**src/shared/rsu_pkg.sv**
```systemverilog
`default_nettype none
package rsu_pkg;
   localparam int ADDR_W = 10;
   localparam int NCH = 30;
   localparam logic [4:0] NCH_T1 = 5'h18;
   localparam logic [4:0] NCH_E1 = 5'h1e;
   localparam logic [29:0] CHMASK_T1 = 30'h00ffffff;
   localparam logic [29:0] CHMASK_E1 = 30'h3fffffff;
   // register indices, byte address is four times the index
   localparam logic [7:0] IDX_INFO = 8'h38;
   localparam logic [7:0] IDX_CSE = 8'h3c;
   localparam logic [7:0] IDX_SIGNALING_CONTROL = 8'h40;
   localparam logic [7:0] IDX_RS = 8'h60;
   localparam logic [7:0] IDX_STATUS = 8'h80;
   localparam logic [7:0] IDX_IMR = 8'h81;
   localparam logic [7:0] IDX_CCR = 8'h82;
   localparam logic [7:0] IDX_MODE = 8'h83;
   localparam logic [7:0] IDX_PER_CHAN_POINTER = 8'h84;
   localparam logic [7:0] IDX_PCDR = 8'h88;
   // field positions
   localparam int SIGNALING_CONTROL_ONES = 0;
   localparam int SIGNALING_CONTROL_TXORD = 1;
   localparam int SIGNALING_CONTROL_RXORD = 2;
   localparam int SIGNALING_CONTROL_FRZ_FORCE = 3;
   localparam int SIGNALING_CONTROL_FRZ_EN = 4;
   localparam int SIGNALING_CONTROL_GREINS = 7;
   localparam logic [7:0] SIGNALING_CONTROL_WMASK = 8'h9f;
   localparam int STAT_COS = 5;
   localparam int IMR_COS = 5;
   localparam int CCR_INTEG = 5;
   localparam int MODE_T1 = 0;
   localparam int MODE_D4 = 1;
   localparam int MODE_ES = 2;
   localparam int MODE_BP2M = 3;
   localparam int PER_CHAN_POINTER_REINS = 0;
   localparam int PER_CHAN_POINTER_ONES = 1;
   // reset values
   localparam logic [7:0] SIGNALING_CONTROL_RST = 8'h00;
   localparam logic [7:0] MODE_RST = 8'h00;
   // backplane framing
   localparam logic [7:0] LAST_BIT_T1 = 8'hc0;
   localparam logic [7:0] LAST_BIT_2M = 8'hff;
   localparam logic [4:0] LAST_MF_ESF = 5'h17;
   localparam logic [4:0] LAST_MF_D4 = 5'h0b;
   localparam logic [4:0] LAST_MF_E1 = 5'h0f;
   localparam logic [4:0] SLOT_TS16 = 5'h10;
   // freeze hold time after an error clears
   localparam int CLK_MHZ = 20;
   localparam int HOLD_ESF_US = 9000;
   localparam int HOLD_D4_US = 4500;
   localparam int HOLD_W = 18;
   localparam logic [HOLD_W-1:0] HOLD_ESF_CYC = HOLD_W'(HOLD_ESF_US * CLK_MHZ);
   localparam logic [HOLD_W-1:0] HOLD_D4_CYC = HOLD_W'(HOLD_D4_US * CLK_MHZ);
endpackage
`default_nettype wire

```
**src/rsu_sigbuf.sv**
```systemverilog
`timescale 1ns/100ps
`default_nettype none
module rsu_sigbuf
   import rsu_pkg::*;
(
   // clock and reset
   input wire logic mclk,
   input wire logic rst,
   // one multiframe snapshot per write
   input wire logic wr_en,
   input wire logic [29:0][3:0] wr_data,
   // delayed read
   input wire logic [4:0] rd_ch,
   output logic [3:0] rd_abcd
);
   typedef struct packed {
      logic [3:0][29:0][3:0] mem;
      logic [1:0] wp;
   } rsu_buf_type;
   rsu_buf_type st_ff;
   rsu_buf_type nxt_st;

   always_comb begin
      nxt_st = st_ff;
      // a frozen buffer neither writes nor advances
      if (wr_en) begin
         nxt_st.mem[st_ff.wp] = wr_data;
         nxt_st.wp = st_ff.wp + 2'h1;
      end
   end

   always_ff @(posedge mclk) begin
      if (rst) begin
         st_ff <= '0;
      end else begin
         st_ff <= nxt_st;
      end
   end

   // slot at wp is the oldest of four, three multiframes behind the newest
   assign rd_abcd = (rd_ch < NCH_E1) ? st_ff.mem[st_ff.wp][rd_ch] : 4'h0;
endmodule
`default_nettype wire

```
**src/rsu_sync.sv**
```systemverilog
`timescale 1ns/100ps
`default_nettype none
module rsu_sync (
   // clock and reset
   input wire logic mclk,
   input wire logic rst,
   // pins and synchronised copies
   input wire logic [2:0] async_in,
   output logic [2:0] sync_out
);
   typedef struct packed {
      logic [2:0] s1;
      logic [2:0] s2;
   } rsu_sync_type;
   rsu_sync_type st_ff;
   rsu_sync_type nxt_st;

   always_comb begin
      nxt_st = st_ff;
      nxt_st.s1 = async_in;
      nxt_st.s2 = st_ff.s1;
   end

   always_ff @(posedge mclk) begin
      if (rst) begin
         st_ff <= '0;
      end else begin
         st_ff <= nxt_st;
      end
   end

   assign sync_out = st_ff.s2;
endmodule
`default_nettype wire

```
**src/rsu_top.sv**
```systemverilog
// Local design decisions: the Avalon-MM register port and the register offsets.
`timescale 1ns/100ps
`default_nettype none
module rsu_top
   import rsu_pkg::*;
#(
   parameter logic [HOLD_W-1:0] HOLD_ESF_CYCLES = HOLD_ESF_CYC,
   parameter logic [HOLD_W-1:0] HOLD_D4_CYCLES = HOLD_D4_CYC
) (
   // clock and reset
   input wire logic mclk,
   input wire logic rst,
   // avalon-mm slave
   input wire logic [ADDR_W-1:0] address,
   input wire logic read,
   input wire logic write,
   input wire logic [31:0] writedata,
   output logic [31:0] readdata,
   output logic waitrequest,
   // framer side, same clock
   input wire logic sig_valid,
   input wire logic [4:0] sig_chan,
   input wire logic [3:0] sig_abcd,
   input wire logic mf_boundary,
   input wire logic oof,
   input wire logic carrier_loss,
   input wire logic frame_slip,
   // backplane pins
   input wire logic backplane_clk,
   input wire logic rx_frame_sync,
   input wire logic rx_serial_in,
   output logic sig_stream_out,
   output logic rx_serial_out,
   output logic freeze_indicator,
   output logic int_n
);
   typedef struct packed {
      logic wait_r;
      logic [31:0] rdata;
      logic [7:0] signaling_control;
      logic [7:0] mode;
      logic [7:0] imr;
      logic [7:0] ccr;
      logic [7:0] per_chan_pointer;
      logic status_cos;
      logic [29:0] cse;
      logic [29:0] info;
      logic [29:0] reins;
      logic [29:0] ones;
      logic [29:0][3:0] stage;
      logic [29:0][3:0] cur;
      logic [29:0][3:0] rep;
      logic [29:0][3:0] cand;
      logic [29:0][1:0] cnt;
      logic [HOLD_W-1:0] hold;
      logic frz;
      logic int_n;
      logic bclk_d;
      logic [7:0] bitpos;
      logic [4:0] frame;
      logic sig_out;
      logic ser_out;
   } rsu_state_type;
   rsu_state_type st_ff;
   rsu_state_type nxt_st;

   ////////////////////////////////////////////////////////////////////////
   function automatic logic [7:0] get_byte(input logic [29:0] m,
                                           input logic [1:0] k);
      logic [31:0] w;
      w = {2'h0, m};
      return w[{k, 3'h0} +: 8];
   endfunction

   function automatic logic [29:0] set_byte(input logic [29:0] m,
                                            input logic [1:0] k,
                                            input logic [7:0] v);
      logic [31:0] w;
      w = {2'h0, m};
      w[{k, 3'h0} +: 8] = v;
      return w[29:0];
   endfunction

   // cas order skips the spare word, ccs order packs channels from word 0
   function automatic logic [7:0] sig_word(input logic [29:0][3:0] r,
                                           input logic [3:0] n,
                                           input logic e1cas);
      logic [4:0] lo;
      lo = {n, 1'b0};
      if (e1cas) begin
         if (n == 4'h0) return 8'h00;
         lo = lo - 5'h02;
      end else if (n == 4'hf) begin
         return 8'h00;
      end
      return {r[lo + 5'h01], r[lo]};
   endfunction

   ////////////////////////////////////////////////////////////////////////
   logic [2:0] sync_s;
   logic bclk_s;
   logic fsync_s;
   logic rx_s;
   logic [3:0] rd_abcd;
   logic [4:0] rd_ch;
   logic wr_en;
   logic t1, d4, bp2m, ones_g, integ;
   logic [29:0] chmask, chg, clr_info;
   logic [7:0] idx, rd_val;
   logic req_new, acc, stat_clr, rd_info_hit;
   logic err_any, frozen_now;
   logic bclk_rise, fbit, chv, ts16, robbed, reins_ok, sb, sr, stable;
   logic [7:0] pos, off;
   logic [4:0] frm, slot, ch, rch;
   logic [2:0] bsel;
   logic [1:0] ltr;
   logic [3:0] v;

   rsu_sync u_sync (
      .mclk(mclk),
      .rst(rst),
      .async_in({rx_serial_in, rx_frame_sync, backplane_clk}),
      .sync_out(sync_s)
   );
   assign bclk_s = sync_s[0];
   assign fsync_s = sync_s[1];
   assign rx_s = sync_s[2];

   rsu_sigbuf u_buf (
      .mclk(mclk),
      .rst(rst),
      .wr_en(wr_en),
      .wr_data(st_ff.stage),
      .rd_ch(rd_ch),
      .rd_abcd(rd_abcd)
   );

   ////////////////////////////////////////////////////////////////////////
   always_comb begin
      nxt_st = st_ff;
      t1 = st_ff.mode[MODE_T1];
      d4 = t1 && st_ff.mode[MODE_D4];
      bp2m = st_ff.mode[MODE_BP2M];
      ones_g = t1 && st_ff.signaling_control[SIGNALING_CONTROL_ONES];
      integ = st_ff.ccr[CCR_INTEG];
      chmask = t1 ? CHMASK_T1 : CHMASK_E1;
      chg = 30'h0;
      v = 4'h0;
      stable = 1'b0;
      // bus: answer one cycle after the request is seen
      idx = address[ADDR_W-1:2];
      req_new = (read || write) && st_ff.wait_r;
      acc = (read || write) && !st_ff.wait_r;
      nxt_st.wait_r = !req_new;
      rd_val = 8'h00;
      if (idx[7:4] == IDX_RS[7:4]) begin
         rd_val = sig_word(st_ff.cur, idx[3:0],
                           !t1 && !st_ff.signaling_control[SIGNALING_CONTROL_RXORD]);
      end else if (idx[7:2] == IDX_INFO[7:2]) begin
         rd_val = get_byte(st_ff.info, idx[1:0]);
      end else if (idx[7:2] == IDX_CSE[7:2]) begin
         rd_val = get_byte(st_ff.cse, idx[1:0]);
      end else if (idx[7:2] == IDX_PCDR[7:2]) begin
         rd_val = get_byte(st_ff.per_chan_pointer[PER_CHAN_POINTER_REINS] ? st_ff.reins : st_ff.ones,
                           idx[1:0]);
      end else begin
         case (idx)
            IDX_SIGNALING_CONTROL: rd_val = st_ff.signaling_control;
            IDX_STATUS: rd_val = {2'h0, st_ff.status_cos, 5'h00};
            IDX_IMR: rd_val = st_ff.imr;
            IDX_CCR: rd_val = st_ff.ccr;
            IDX_MODE: rd_val = st_ff.mode;
            IDX_PER_CHAN_POINTER: rd_val = st_ff.per_chan_pointer;
            default: rd_val = 8'h00;
         endcase
      end
      if (req_new) begin
         nxt_st.rdata = read ? {24'h000000, rd_val} : 32'h0;
      end
      // only bits that were actually returned are cleared
      rd_info_hit = acc && read && (idx[7:2] == IDX_INFO[7:2]);
      clr_info = rd_info_hit ? set_byte(30'h0, idx[1:0], st_ff.rdata[7:0])
                             : 30'h0;
      stat_clr = acc && write && (idx == IDX_STATUS) &&
                 writedata[STAT_COS];
      if (acc && write) begin
         if (idx[7:2] == IDX_CSE[7:2]) begin
            nxt_st.cse = set_byte(st_ff.cse, idx[1:0], writedata[7:0]);
         end
         if (idx[7:2] == IDX_PCDR[7:2]) begin
            if (st_ff.per_chan_pointer[PER_CHAN_POINTER_REINS]) begin
               nxt_st.reins = set_byte(st_ff.reins, idx[1:0], writedata[7:0]);
            end
            if (st_ff.per_chan_pointer[PER_CHAN_POINTER_ONES]) begin
               nxt_st.ones = set_byte(st_ff.ones, idx[1:0], writedata[7:0]);
            end
         end
         case (idx)
            IDX_SIGNALING_CONTROL: nxt_st.signaling_control = writedata[7:0] & SIGNALING_CONTROL_WMASK;
            IDX_IMR: nxt_st.imr = writedata[7:0];
            IDX_CCR: nxt_st.ccr = writedata[7:0];
            IDX_MODE: nxt_st.mode = writedata[7:0];
            IDX_PER_CHAN_POINTER: nxt_st.per_chan_pointer = writedata[7:0];
            default: ;
         endcase
      end
      ////////////////////////////////////////////////////////////////////
      // capture into staging, published at the multiframe boundary
      if (sig_valid && sig_chan < (t1 ? NCH_T1 : NCH_E1)) begin
         nxt_st.stage[sig_chan] = d4 ? {sig_abcd[3:2], sig_abcd[3:2]}
                                     : sig_abcd;
      end
      if (mf_boundary) begin
         nxt_st.cur = st_ff.stage;
         for (int i = 0; i < NCH; i++) begin
            v = st_ff.stage[i];
            if (v != st_ff.cand[i]) begin
               nxt_st.cand[i] = v;
               nxt_st.cnt[i] = 2'h1;
            end else if (st_ff.cnt[i] != 2'h3) begin
               nxt_st.cnt[i] = st_ff.cnt[i] + 2'h1;
            end
            stable = !integ || (nxt_st.cnt[i] == 2'h3);
            if (stable && chmask[i] && (v != st_ff.rep[i])) begin
               chg[i] = 1'b1;
               nxt_st.rep[i] = v;
            end
         end
      end
      // set wins over a clear in the same cycle
      nxt_st.info = (st_ff.info & ~clr_info) | chg;
      nxt_st.status_cos = (st_ff.status_cos && !stat_clr) ||
                          (|(chg & st_ff.cse & chmask));
      nxt_st.int_n = !(st_ff.status_cos && st_ff.imr[IMR_COS]);
      ////////////////////////////////////////////////////////////////////
      // freeze and post-error hold
      err_any = oof || carrier_loss || frame_slip;
      if (err_any) begin
         nxt_st.hold = d4 ? HOLD_D4_CYCLES : HOLD_ESF_CYCLES;
      end else if (st_ff.hold != '0) begin
         nxt_st.hold = st_ff.hold - HOLD_W'(1);
      end
      frozen_now = st_ff.signaling_control[SIGNALING_CONTROL_FRZ_FORCE] ||
                   (st_ff.signaling_control[SIGNALING_CONTROL_FRZ_EN] &&
                    (err_any || st_ff.hold != '0));
      nxt_st.frz = frozen_now;
      wr_en = mf_boundary && !frozen_now;
      ////////////////////////////////////////////////////////////////////
      // backplane position, realigned by the external multiframe sync
      bclk_rise = bclk_s && !st_ff.bclk_d;
      nxt_st.bclk_d = bclk_s;
      pos = fsync_s ? 8'h00 : st_ff.bitpos;
      frm = fsync_s ? 5'h00 : st_ff.frame;
      fbit = t1 && !bp2m && (pos == 8'h00);
      off = (t1 && !bp2m) ? pos - 8'h01 : pos;
      slot = off[7:3];
      bsel = off[2:0];
      if (t1) begin
         chv = !fbit && (slot < NCH_T1);
         ch = slot;
      end else begin
         chv = (slot != 5'h00) && (slot != SLOT_TS16);
         ch = (slot < SLOT_TS16) ? slot - 5'h01 : slot - 5'h02;
      end
      ts16 = !t1 && (slot == SLOT_TS16) && (frm != 5'h00);
      rch = bsel[2] ? frm + 5'h0e : frm - 5'h01;
      rd_ch = ts16 ? rch : ch;
      robbed = t1 && chv && (bsel == 3'h7) &&
               (frm == 5'h05 || frm == 5'h0b || frm == 5'h11 ||
                frm == 5'h17);
      ltr = (frm == 5'h05) ? 2'h0 : (frm == 5'h0b) ? 2'h1 :
            (frm == 5'h11) ? 2'h2 : 2'h3;
      // elastic store off means no reinsertion at all
      reins_ok = st_ff.mode[MODE_ES] &&
                 (st_ff.signaling_control[SIGNALING_CONTROL_GREINS] || st_ff.reins[rd_ch]);
      // upper nibble carries nothing, low nibble carries ABCD or ABAB, or all ones when ones_g is set
      sb = 1'b0;
      if (chv && bsel[2]) begin
         sb = ones_g ? 1'b1 : rd_abcd[~bsel[1:0]];
      end
      sr = rx_s;
      if (robbed) begin
         if (st_ff.ones[ch] || ones_g) begin
            sr = 1'b1;
         end else if (reins_ok) begin
            sr = rd_abcd[~ltr];
         end
      end else if (ts16 && reins_ok) begin
         sr = rd_abcd[~bsel[1:0]];
      end
      if (bclk_rise) begin
         nxt_st.sig_out = sb;
         nxt_st.ser_out = sr;
         if (pos == ((t1 && !bp2m) ? LAST_BIT_T1 : LAST_BIT_2M)) begin
            nxt_st.bitpos = 8'h00;
            nxt_st.frame = (frm == (!t1 ? LAST_MF_E1 :
                                    d4 ? LAST_MF_D4 : LAST_MF_ESF))
                           ? 5'h00 : frm + 5'h01;
         end else begin
            nxt_st.bitpos = pos + 8'h01;
            nxt_st.frame = frm;
         end
      end
   end

   always_ff @(posedge mclk) begin
      if (rst) begin
         st_ff <= '0;
         st_ff.wait_r <= 1'b1;
         st_ff.int_n <= 1'b1;
         st_ff.signaling_control <= SIGNALING_CONTROL_RST;
         st_ff.mode <= MODE_RST;
      end else begin
         st_ff <= nxt_st;
      end
   end

   assign readdata = st_ff.rdata;
   assign waitrequest = st_ff.wait_r;
   assign sig_stream_out = st_ff.sig_out;
   assign rx_serial_out = st_ff.ser_out;
   assign freeze_indicator = st_ff.frz;
   assign int_n = st_ff.int_n;
endmodule
`default_nettype wire
```
**config.mk**
```make
export PLATFORM = sky130hd
export DESIGN_NAME = rsu_top
export DESIGN_NICKNAME = d
export VERILOG_FILES = /design/src/shared/rsu_pkg.sv /design/src/rsu_sigbuf.sv /design/src/rsu_sync.sv /design/src/rsu_top.sv
export SDC_FILE = /design/constraint.sdc
export NUM_CORES = 2
export LEC_CHECK = 0
export ABC_AREA = 1
export ABC_CLOCK_PERIOD_IN_PS = 3600
export BUFFER_PORTS_ARGS = -buffer_cell sky130_fd_sc_hd__buf_2
export CAP_MARGIN = 20
export CORE_MARGIN = 1
export CORE_UTILIZATION = 38
export DETAILED_ROUTE_END_ITERATION = 10
export PLACE_DENSITY = 0.55
export SLEW_MARGIN = 20
export SYNTH_ARGS = -nofsm -noshare
export SYNTH_HDL_FRONTEND = slang
export SYNTH_SLANG_ARGS = --single-unit
```
**constraint.sdc**
```tcl
create_clock -name mclk -period 3.6 [get_ports mclk]
set_clock_uncertainty 0.15 [all_clocks]
set_input_delay 0.54 -clock mclk [delete_from_list [all_inputs] [get_ports mclk]]
set_output_delay 0.54 -clock mclk [all_outputs]
set_load 0.03 [all_outputs]
```
# Word-level counts from Yosys, hierarchy flattened
# Cells that the tools add are included.
# totals
reg_bits	1256
input_bits	63
out_inout_bits	37
wordCells	917
# classes
addsub	42
n_lt_le_gt_ge	14
eq_ne	140
shift	6
mux	197
n_bitwise	8
n_reduce_logical	217
# ops
op	n
bitwise mux 480 bit	1
binary-select mux 120 bit (select 2 bit)	1
demux 120 bit (select 2 bit)	1
two-way mux 120 bit	2
inequality test 4 bit	60
two-way mux 2 bit	93
AND reduction 2 bit	66
AND 30 bit	4
bitwise mux 120 bit	1
two-way mux 30 bit	4
bitwise mux 32 bit	3
indexed part select 32 x 6 -> 8 bit	3
logical AND 1 bit	90
two-way mux 8 bit	11
adder 2 x 1 -> 2 bit, second input constant	31
binary-select mux 4 bit (select 5 bit)	3
equality test 2 bit, second input constant	30
inequality test 2 bit, second input constant	30
two-way mux 5 bit	11
two-way mux 18 bit	3
two-way mux 1 bit	49
one-hot mux 8 bit (6 select lines)	1
logical OR 1 bit	41
equality test 8 bit, second input constant	5
47 further kinds	80

# Depth between registers and ports, before layout
# depth
ltp_word	15
mapped_depth	34
mapped_depth_nobuf	32

# Modules after synthesis
# From an unflattened synthesis, not the netlist that was laid out.
# hier_totals
hier_cells	7957
area_unflattened_um2	56465.4
# modules_own_cells
mod	instances	cells_per_inst	area_each_um2	seq_area_each_um2
rsu_top	1	4719	34564.4	14894.3
rsu_sigbuf	1	3220	21735.8	9649.3
rsu_sync	1	18	165.2	120.1

# Worst setup path before layout
# OpenSTA, ideal clock, no wires.
# synth_timing
path_type	input to register
start	input address[2]
end	register st_ff (netlist bit readdata[6])
setup_time_ns	0.070
t_arrival_ns	3.549
required_ns	3.380
slack_ns	-0.169
stages	19
path_buffers	5
path_cell_list	clkbuf_1 > inv_1 > clkbuf_1 > buf_1 > ha_1 > clkinv_1 > nor2_1 > nor2_1 > inv_1 > nand2_1 > nand2_1 > clkbuf_1 > clkbuf_1 > a21oi_1 > o311ai_0 > o21ai_0 > o21ai_0 > nand2_1 > a21oi_1
# synth_between
elab_chain_len	13
word_cells_on_any_way	32
cone_classes	add/sub (2); eq/ne (7); shift (3); mux (19); reduce/logical (1)
# synth_rtl
element	line	text
start, declared	rsu_top.sv:14	input wire logic [ADDR_W-1:0] address,
logical NOT 4 bit	rsu_top.sv:91	if (n == 4'h0) return 8'h00;
two-way mux 1 bit	rsu_top.sv:91	
two-way mux 1 bit	rsu_top.sv:90	if (e1cas) begin
two-way mux 1 bit	rsu_top.sv:156	if (idx[7:4] == IDX_RS[7:4]) begin
two-way mux 5 bit	rsu_top.sv:92	lo = lo - 5'h02;
two-way mux 5 bit	rsu_top.sv:90	
two-way mux 5 bit	rsu_top.sv:156	
adder 5 x 1 -> 5 bit	rsu_top.sv:96	return {r[lo + 5'h01], r[lo]};
binary-select mux 4 bit (select 5 bit)	rsu_top.sv:96	
two-way mux 4 bit (implied by the code)	rsu_top.sv:96	
two-way mux 8 bit	rsu_top.sv:96	
two-way mux 8 bit (*)	rsu_top.sv:156	
two-way mux 8 bit (*)	rsu_top.sv:178	nxt_st.rdata = read ? {24'h000000, rd_val} : 32'h0;
end signal, assigned	rsu_top.sv:314	st_ff <= nxt_st;
end, declared	rsu_top.sv:64	rsu_state_type st_ff;
# Every way passes the cells marked *; elsewhere a longest branch is shown, timed or not. The select of a mux whose other input is x is not followed.
# A chain may end at the register's enable or synchronous reset.

# Final worst setup path
# layout_timing
start	register u_sync.st_ff (netlist bit u_sync.sync_out[1])
end	register st_ff (netlist bit sig_stream_out)
# layout_between
elab_chain_len	14
word_cells_on_any_way	36
cone_classes	add/sub (5); order compare (3); eq/ne (2); mux (15); bitwise (1); reduce/logical (10)
# layout_rtl
element	line	text
start, declared	rsu_sync.sv:15	rsu_sync_type st_ff;
start signal, assigned	rsu_sync.sv:28	st_ff <= nxt_st;
two-way mux 8 bit	rsu_top.sv:252	pos = fsync_s ? 8'h00 : st_ff.bitpos;
subtractor 8 x 1 -> 8 bit	rsu_top.sv:255	off = (t1 && !bp2m) ? pos - 8'h01 : pos;
two-way mux 8 bit	rsu_top.sv:255	
subtractor 5 x 2 -> 5 bit (tied with other cells)	rsu_top.sv:263	ch = (slot < SLOT_TS16) ? slot - 5'h01 : slot - 5'h02;
two-way mux 5 bit or logical AND 1 bit (tied branches)	rsu_top.sv:263, rsu_top.sv:265	
two-way mux 5 bit or logical AND 1 bit (tied branches)	rsu_top.sv:258, rsu_top.sv:265	
two-way mux 5 bit	rsu_top.sv:267	rd_ch = ts16 ? rch : ch;
binary-select mux 4 bit (select 5 bit)	rsu_sigbuf.sv:41	assign rd_abcd = (rd_ch < NCH_E1) ? st_ff.mem[st_ff.wp][rd_ch] : 4'h0;
two-way mux 4 bit (implied by the code)	rsu_sigbuf.sv:41	
two-way mux 4 bit	rsu_sigbuf.sv:41	
binary-select mux 1 bit (select 2 bit)	rsu_top.sv:279	sb = ones_g ? 1'b1 : rd_abcd[~bsel[1:0]];
two-way mux 1 bit (implied by the code)	rsu_top.sv:279	
two-way mux 1 bit	rsu_top.sv:279	
two-way mux 1 bit (*)	rsu_top.sv:278	if (chv && bsel[2]) begin
# Marks and branches as above.

==> results_dict.tcl <==
set metrics [dict create \
    start_util_pct 38.4 \
    clockBufferDepth 3 \
    synth_cell_types 65 \
    tightest_slew_ps 1090 \
    setup_slack_ps 24.1 \
    synth_edf_count 0 \
    gp_congestion 0.943 \
    yosys.area.top_type "dfxtp_1" \
    drt_wl_total_um 222000 \
    routed-via-count 55741 \
    overflow 0 \
    ys.flop_type "dfxtp_1" \
    ys_seq_elements 1232 \
    slew_headroom_pct 27.4 \
    cts_buffers 143 \
    viasPerCell 5.47 \
    place_ws_ps -260 \
    std_cell_rows 141 \
    seq_power_share_pct 42.2 \
    drive_above_1_share_pct 11.3 \
    routedWlPerCell_um 21.7 \
    criticalPathCategory "register to register" \
    outcome "completed" \
    reg2reg_depth 27 \
    io_buffers 49 \
    min_path_type "input pin to register" \
    syn_avg_cell_area_um2 7.07 \
    track_usage_pct 28.1 \
    cts_max_level 4 \
    post-synth-top-count-cell "a21oi_1" \
    clk_latency_ps 800 \
    r2r_start "u_sync.sync_out[1]$_SDFF_PP0_" \
    area_growth_pct 18.6 \
    synth_area_leaders "dfxtp_1 43%, a21oi_1 11%, o21ai_0 9.8%, nand2_1 7.0%, inv_1 5.7%" \
    async_reset_ff_share_pct 0 \
    critPathMaxFanout 7 \
    tritoncts "built" \
    die_w_um 389 \
    grt_pass1_vias 50168 \
    hpwl_um 152000 \
    crit_path_start "u_sync.sync_out[1]$_SDFF_PP0_" \
    grt_first_pass_wirelength_um 325000 \
    yosysWarnings 0 \
    dp.cells 9882 \
    fill_cells 15113 \
    tns_ps 0 \
    ctsRootBufferMaster "clkbuf_16" \
    period_share_pct 99.3 \
    drv_slew 0 \
    grt_max_degree 173 \
    antenna_found_initial 10 \
    netlist_area_um2 56900 \
    final_cell_count_no_fill 10194 \
    coreArea_um2 148000 \
    ant_nets 0 \
    r2r_setup_slack_ps 20 \
    cp.required_ps 4170 \
    finalHoldViolCount 0 \
    setup_viol 0 \
    p_comb_share_pct 15.8 \
    worst_ep_arrival_time_ps 4140 \
    swShare_pct 29.6 \
    io_pins 100 \
    first_iter_violations 5697 \
    dieArea_um2 151000 \
    synthCells 8048 \
    cp_slowest_cell "dfxtp_2" \
    clkTransAtPathRegs_ps 60 \
    cap_violations 0 \
    endpoint_kind "register" \
    max_freq_mhz 280 \
    cts_sinks 1232 \
    power.leakage_nw 26.7 \
    crit_end "sig_stream_out$_SDFFE_PP0P_" \
    cp-start-kind "register" \
    p_int_mw 25.0 \
    route.detailed.drc 0 \
    power.switching_mw 10.5 \
    final_nets 8243 \
    yosys.area.top_type_share_pct 43.3 \
    netlist_top_cells_count "1308 x a21oi_1, 1232 x dfxtp_1, 1114 x o21ai_0, 1058 x nand2_1, 862 x inv_1" \
    fin_crit_ps 3580 \
    dieHeight_um 389 \
    irDropWorstVdd_uv 440 \
    clkPwrFrac_pct 42.1 \
    critPathMaxStageDelay_ps 350 \
    synth_seq_area_share_pct 43.3 \
    firstDrtPassIters 6 \
    power.density_nw_per_um2 526 \
    regToRegEndpoint "sig_stream_out$_SDFFE_PP0P_" \
    rsz0062_at_grt "yes" \
]
-- final cells by class --
| class | instances | area, um^2 | share of cell area, % |
|---|---|---|---|
| antenna | 4 | 10.0 | 0.0148 |
| tap | 1930 | 2410 | 3.58 |
| inverter | 872 | 3310 | 4.90 |
| clock buffer | 200 | 4090 | 6.06 |
| sequential | 1232 | 24700 | 36.5 |
| multi-input combinational | 5338 | 27100 | 40.1 |
| timing repair buffer | 568 | 5220 | 7.73 |
| clock inverter | 50 | 709 | 1.05 |
-- critical path, delay by kind of cell, from the launching register on --
| family | cells | cell delay (ps) |
|---|---|---|
| AND/OR/NAND/NOR | 18 | 1760 |
| buffers and inverters | 4 | 450 |
| flip-flops | 1 | 350 |
| adder cells (fa/ha/maj) | 2 | 320 |
| XOR/XNOR | 1 | 240 |
| AO/OA/AOI/OAI | 2 | 230 |
-- state kept, by name, summed over array words and instances, names as in the netlist --
signal,flops
freeze_indicator,1
u_sync.sync_out,3
integ,1
sig_stream_out,1
bp2m,1
u_buf.st_ff,482
int_n,1
u_sync.nxt_st,3
st_ff,729
readdata,8
rx_serial_out,1
waitrequest,1
-- layer usage --
layer / GRT usage, % / routed length, um / vias to the layer above
li1: - / - / 26850
met5: 0 / 23 / -
met3: 4.58 / 16300 / 345
met1: 39.0 / 99100 / 26541
met2: 43.1 / 96800 / 2001
met4: 11.5 / 9370 / 4
-- worst min-delay path by stage --
stage	startpoint	to	slack (ps)	cells after the start
final	sig_chan[0]	st_ff[553]$_SDFFE_PP0P_	60	4
after global routing	sig_abcd[3]	st_ff[491]$_SDFFE_PP0P_	60	3
after CTS	sig_chan[1]	st_ff[553]$_SDFFE_PP0P_	3	4
after detailed placement	u_sync.nxt_st[0]$_SDFF_PP0_	u_sync.sync_out[0]$_SDFF_PP0_	240	2
after global placement	u_sync.nxt_st[0]$_SDFF_PP0_	u_sync.sync_out[0]$_SDFF_PP0_	240	2
after floorplan	u_sync.nxt_st[0]$_SDFF_PP0_	u_sync.sync_out[0]$_SDFF_PP0_	240	2
-- timing repair --
action | CTS | global route
setup endpoints to repair | 3 | 104
buffers inserted | 6 | 32
endpoints found under the hold margin | 68 | 0
hold buffers | 13 | 0
cloned | 1 | 9
pin swaps | 9 | 61
gates resized for setup | 13 | 122
-- cells in the final DEF (no fill, tap or decap), types with 36 or more instances in the layout --
| cell type | count |
|---|---|
| nand3_1 | 428 |
| clkbuf_16 | 151 |
| xor2_1 | 148 |
| o21ai_0 | 1105 |
| buf_12 | 62 |
| dfxtp_1 | 1227 |
| nand4_1 | 71 |
| nand3_2 | 39 |
| a211oi_1 | 43 |
| buf_2 | 47 |
| nand2_1 | 1031 |
| a21oi_1 | 1304 |
| xnor2_1 | 66 |
| inv_1 | 856 |
| buf_4 | 416 |
| nor3_1 | 54 |
| nor2_1 | 703 |
| o221ai_1 | 36 |
-- power by group through the flow --
stage / Sequential (mW) / Clock [mW] / Combinational [mW]
6_report: 15.0 / 14.9 / 5.61
5_1_grt: 15.1 / 15.7 / 6.17
4_1_cts: 15.0 / 15.2 / 5.49
3_5_place_dp: 15.3 / 0 / 5.45
3_3_place_gp: 15.2 / 0 / 5.40
2_1_floorplan: 15.2 / 0 / 3.39
-- kinds of logic after synthesis --
| family | synth area share [%] |
|---|---|
| compound gates | 24.5 |
| xor+xnor | 3.35 |
| fa+ha+maj | 0.549 |
| buf+inv | 10.4 |
| flops | 43.3 |
| other cells | 0.00659 |
| simple gates | 17.9 |
-- through the flow --
step	power (mW)	hold slack, ps	utilization, %	instance area (um^2)
after floorplan	18.5	238	-	57000
after global placement	20.6	239	41.6	61600
after detailed placement	20.7	245	41.6	61600
after CTS	35.6	3.28	45.0	66600
after global routing	37.0	56.7	45.6	67500
final	35.5	56.6	45.6	67500
No activity file was read; power rests on OpenSTA's default activity.
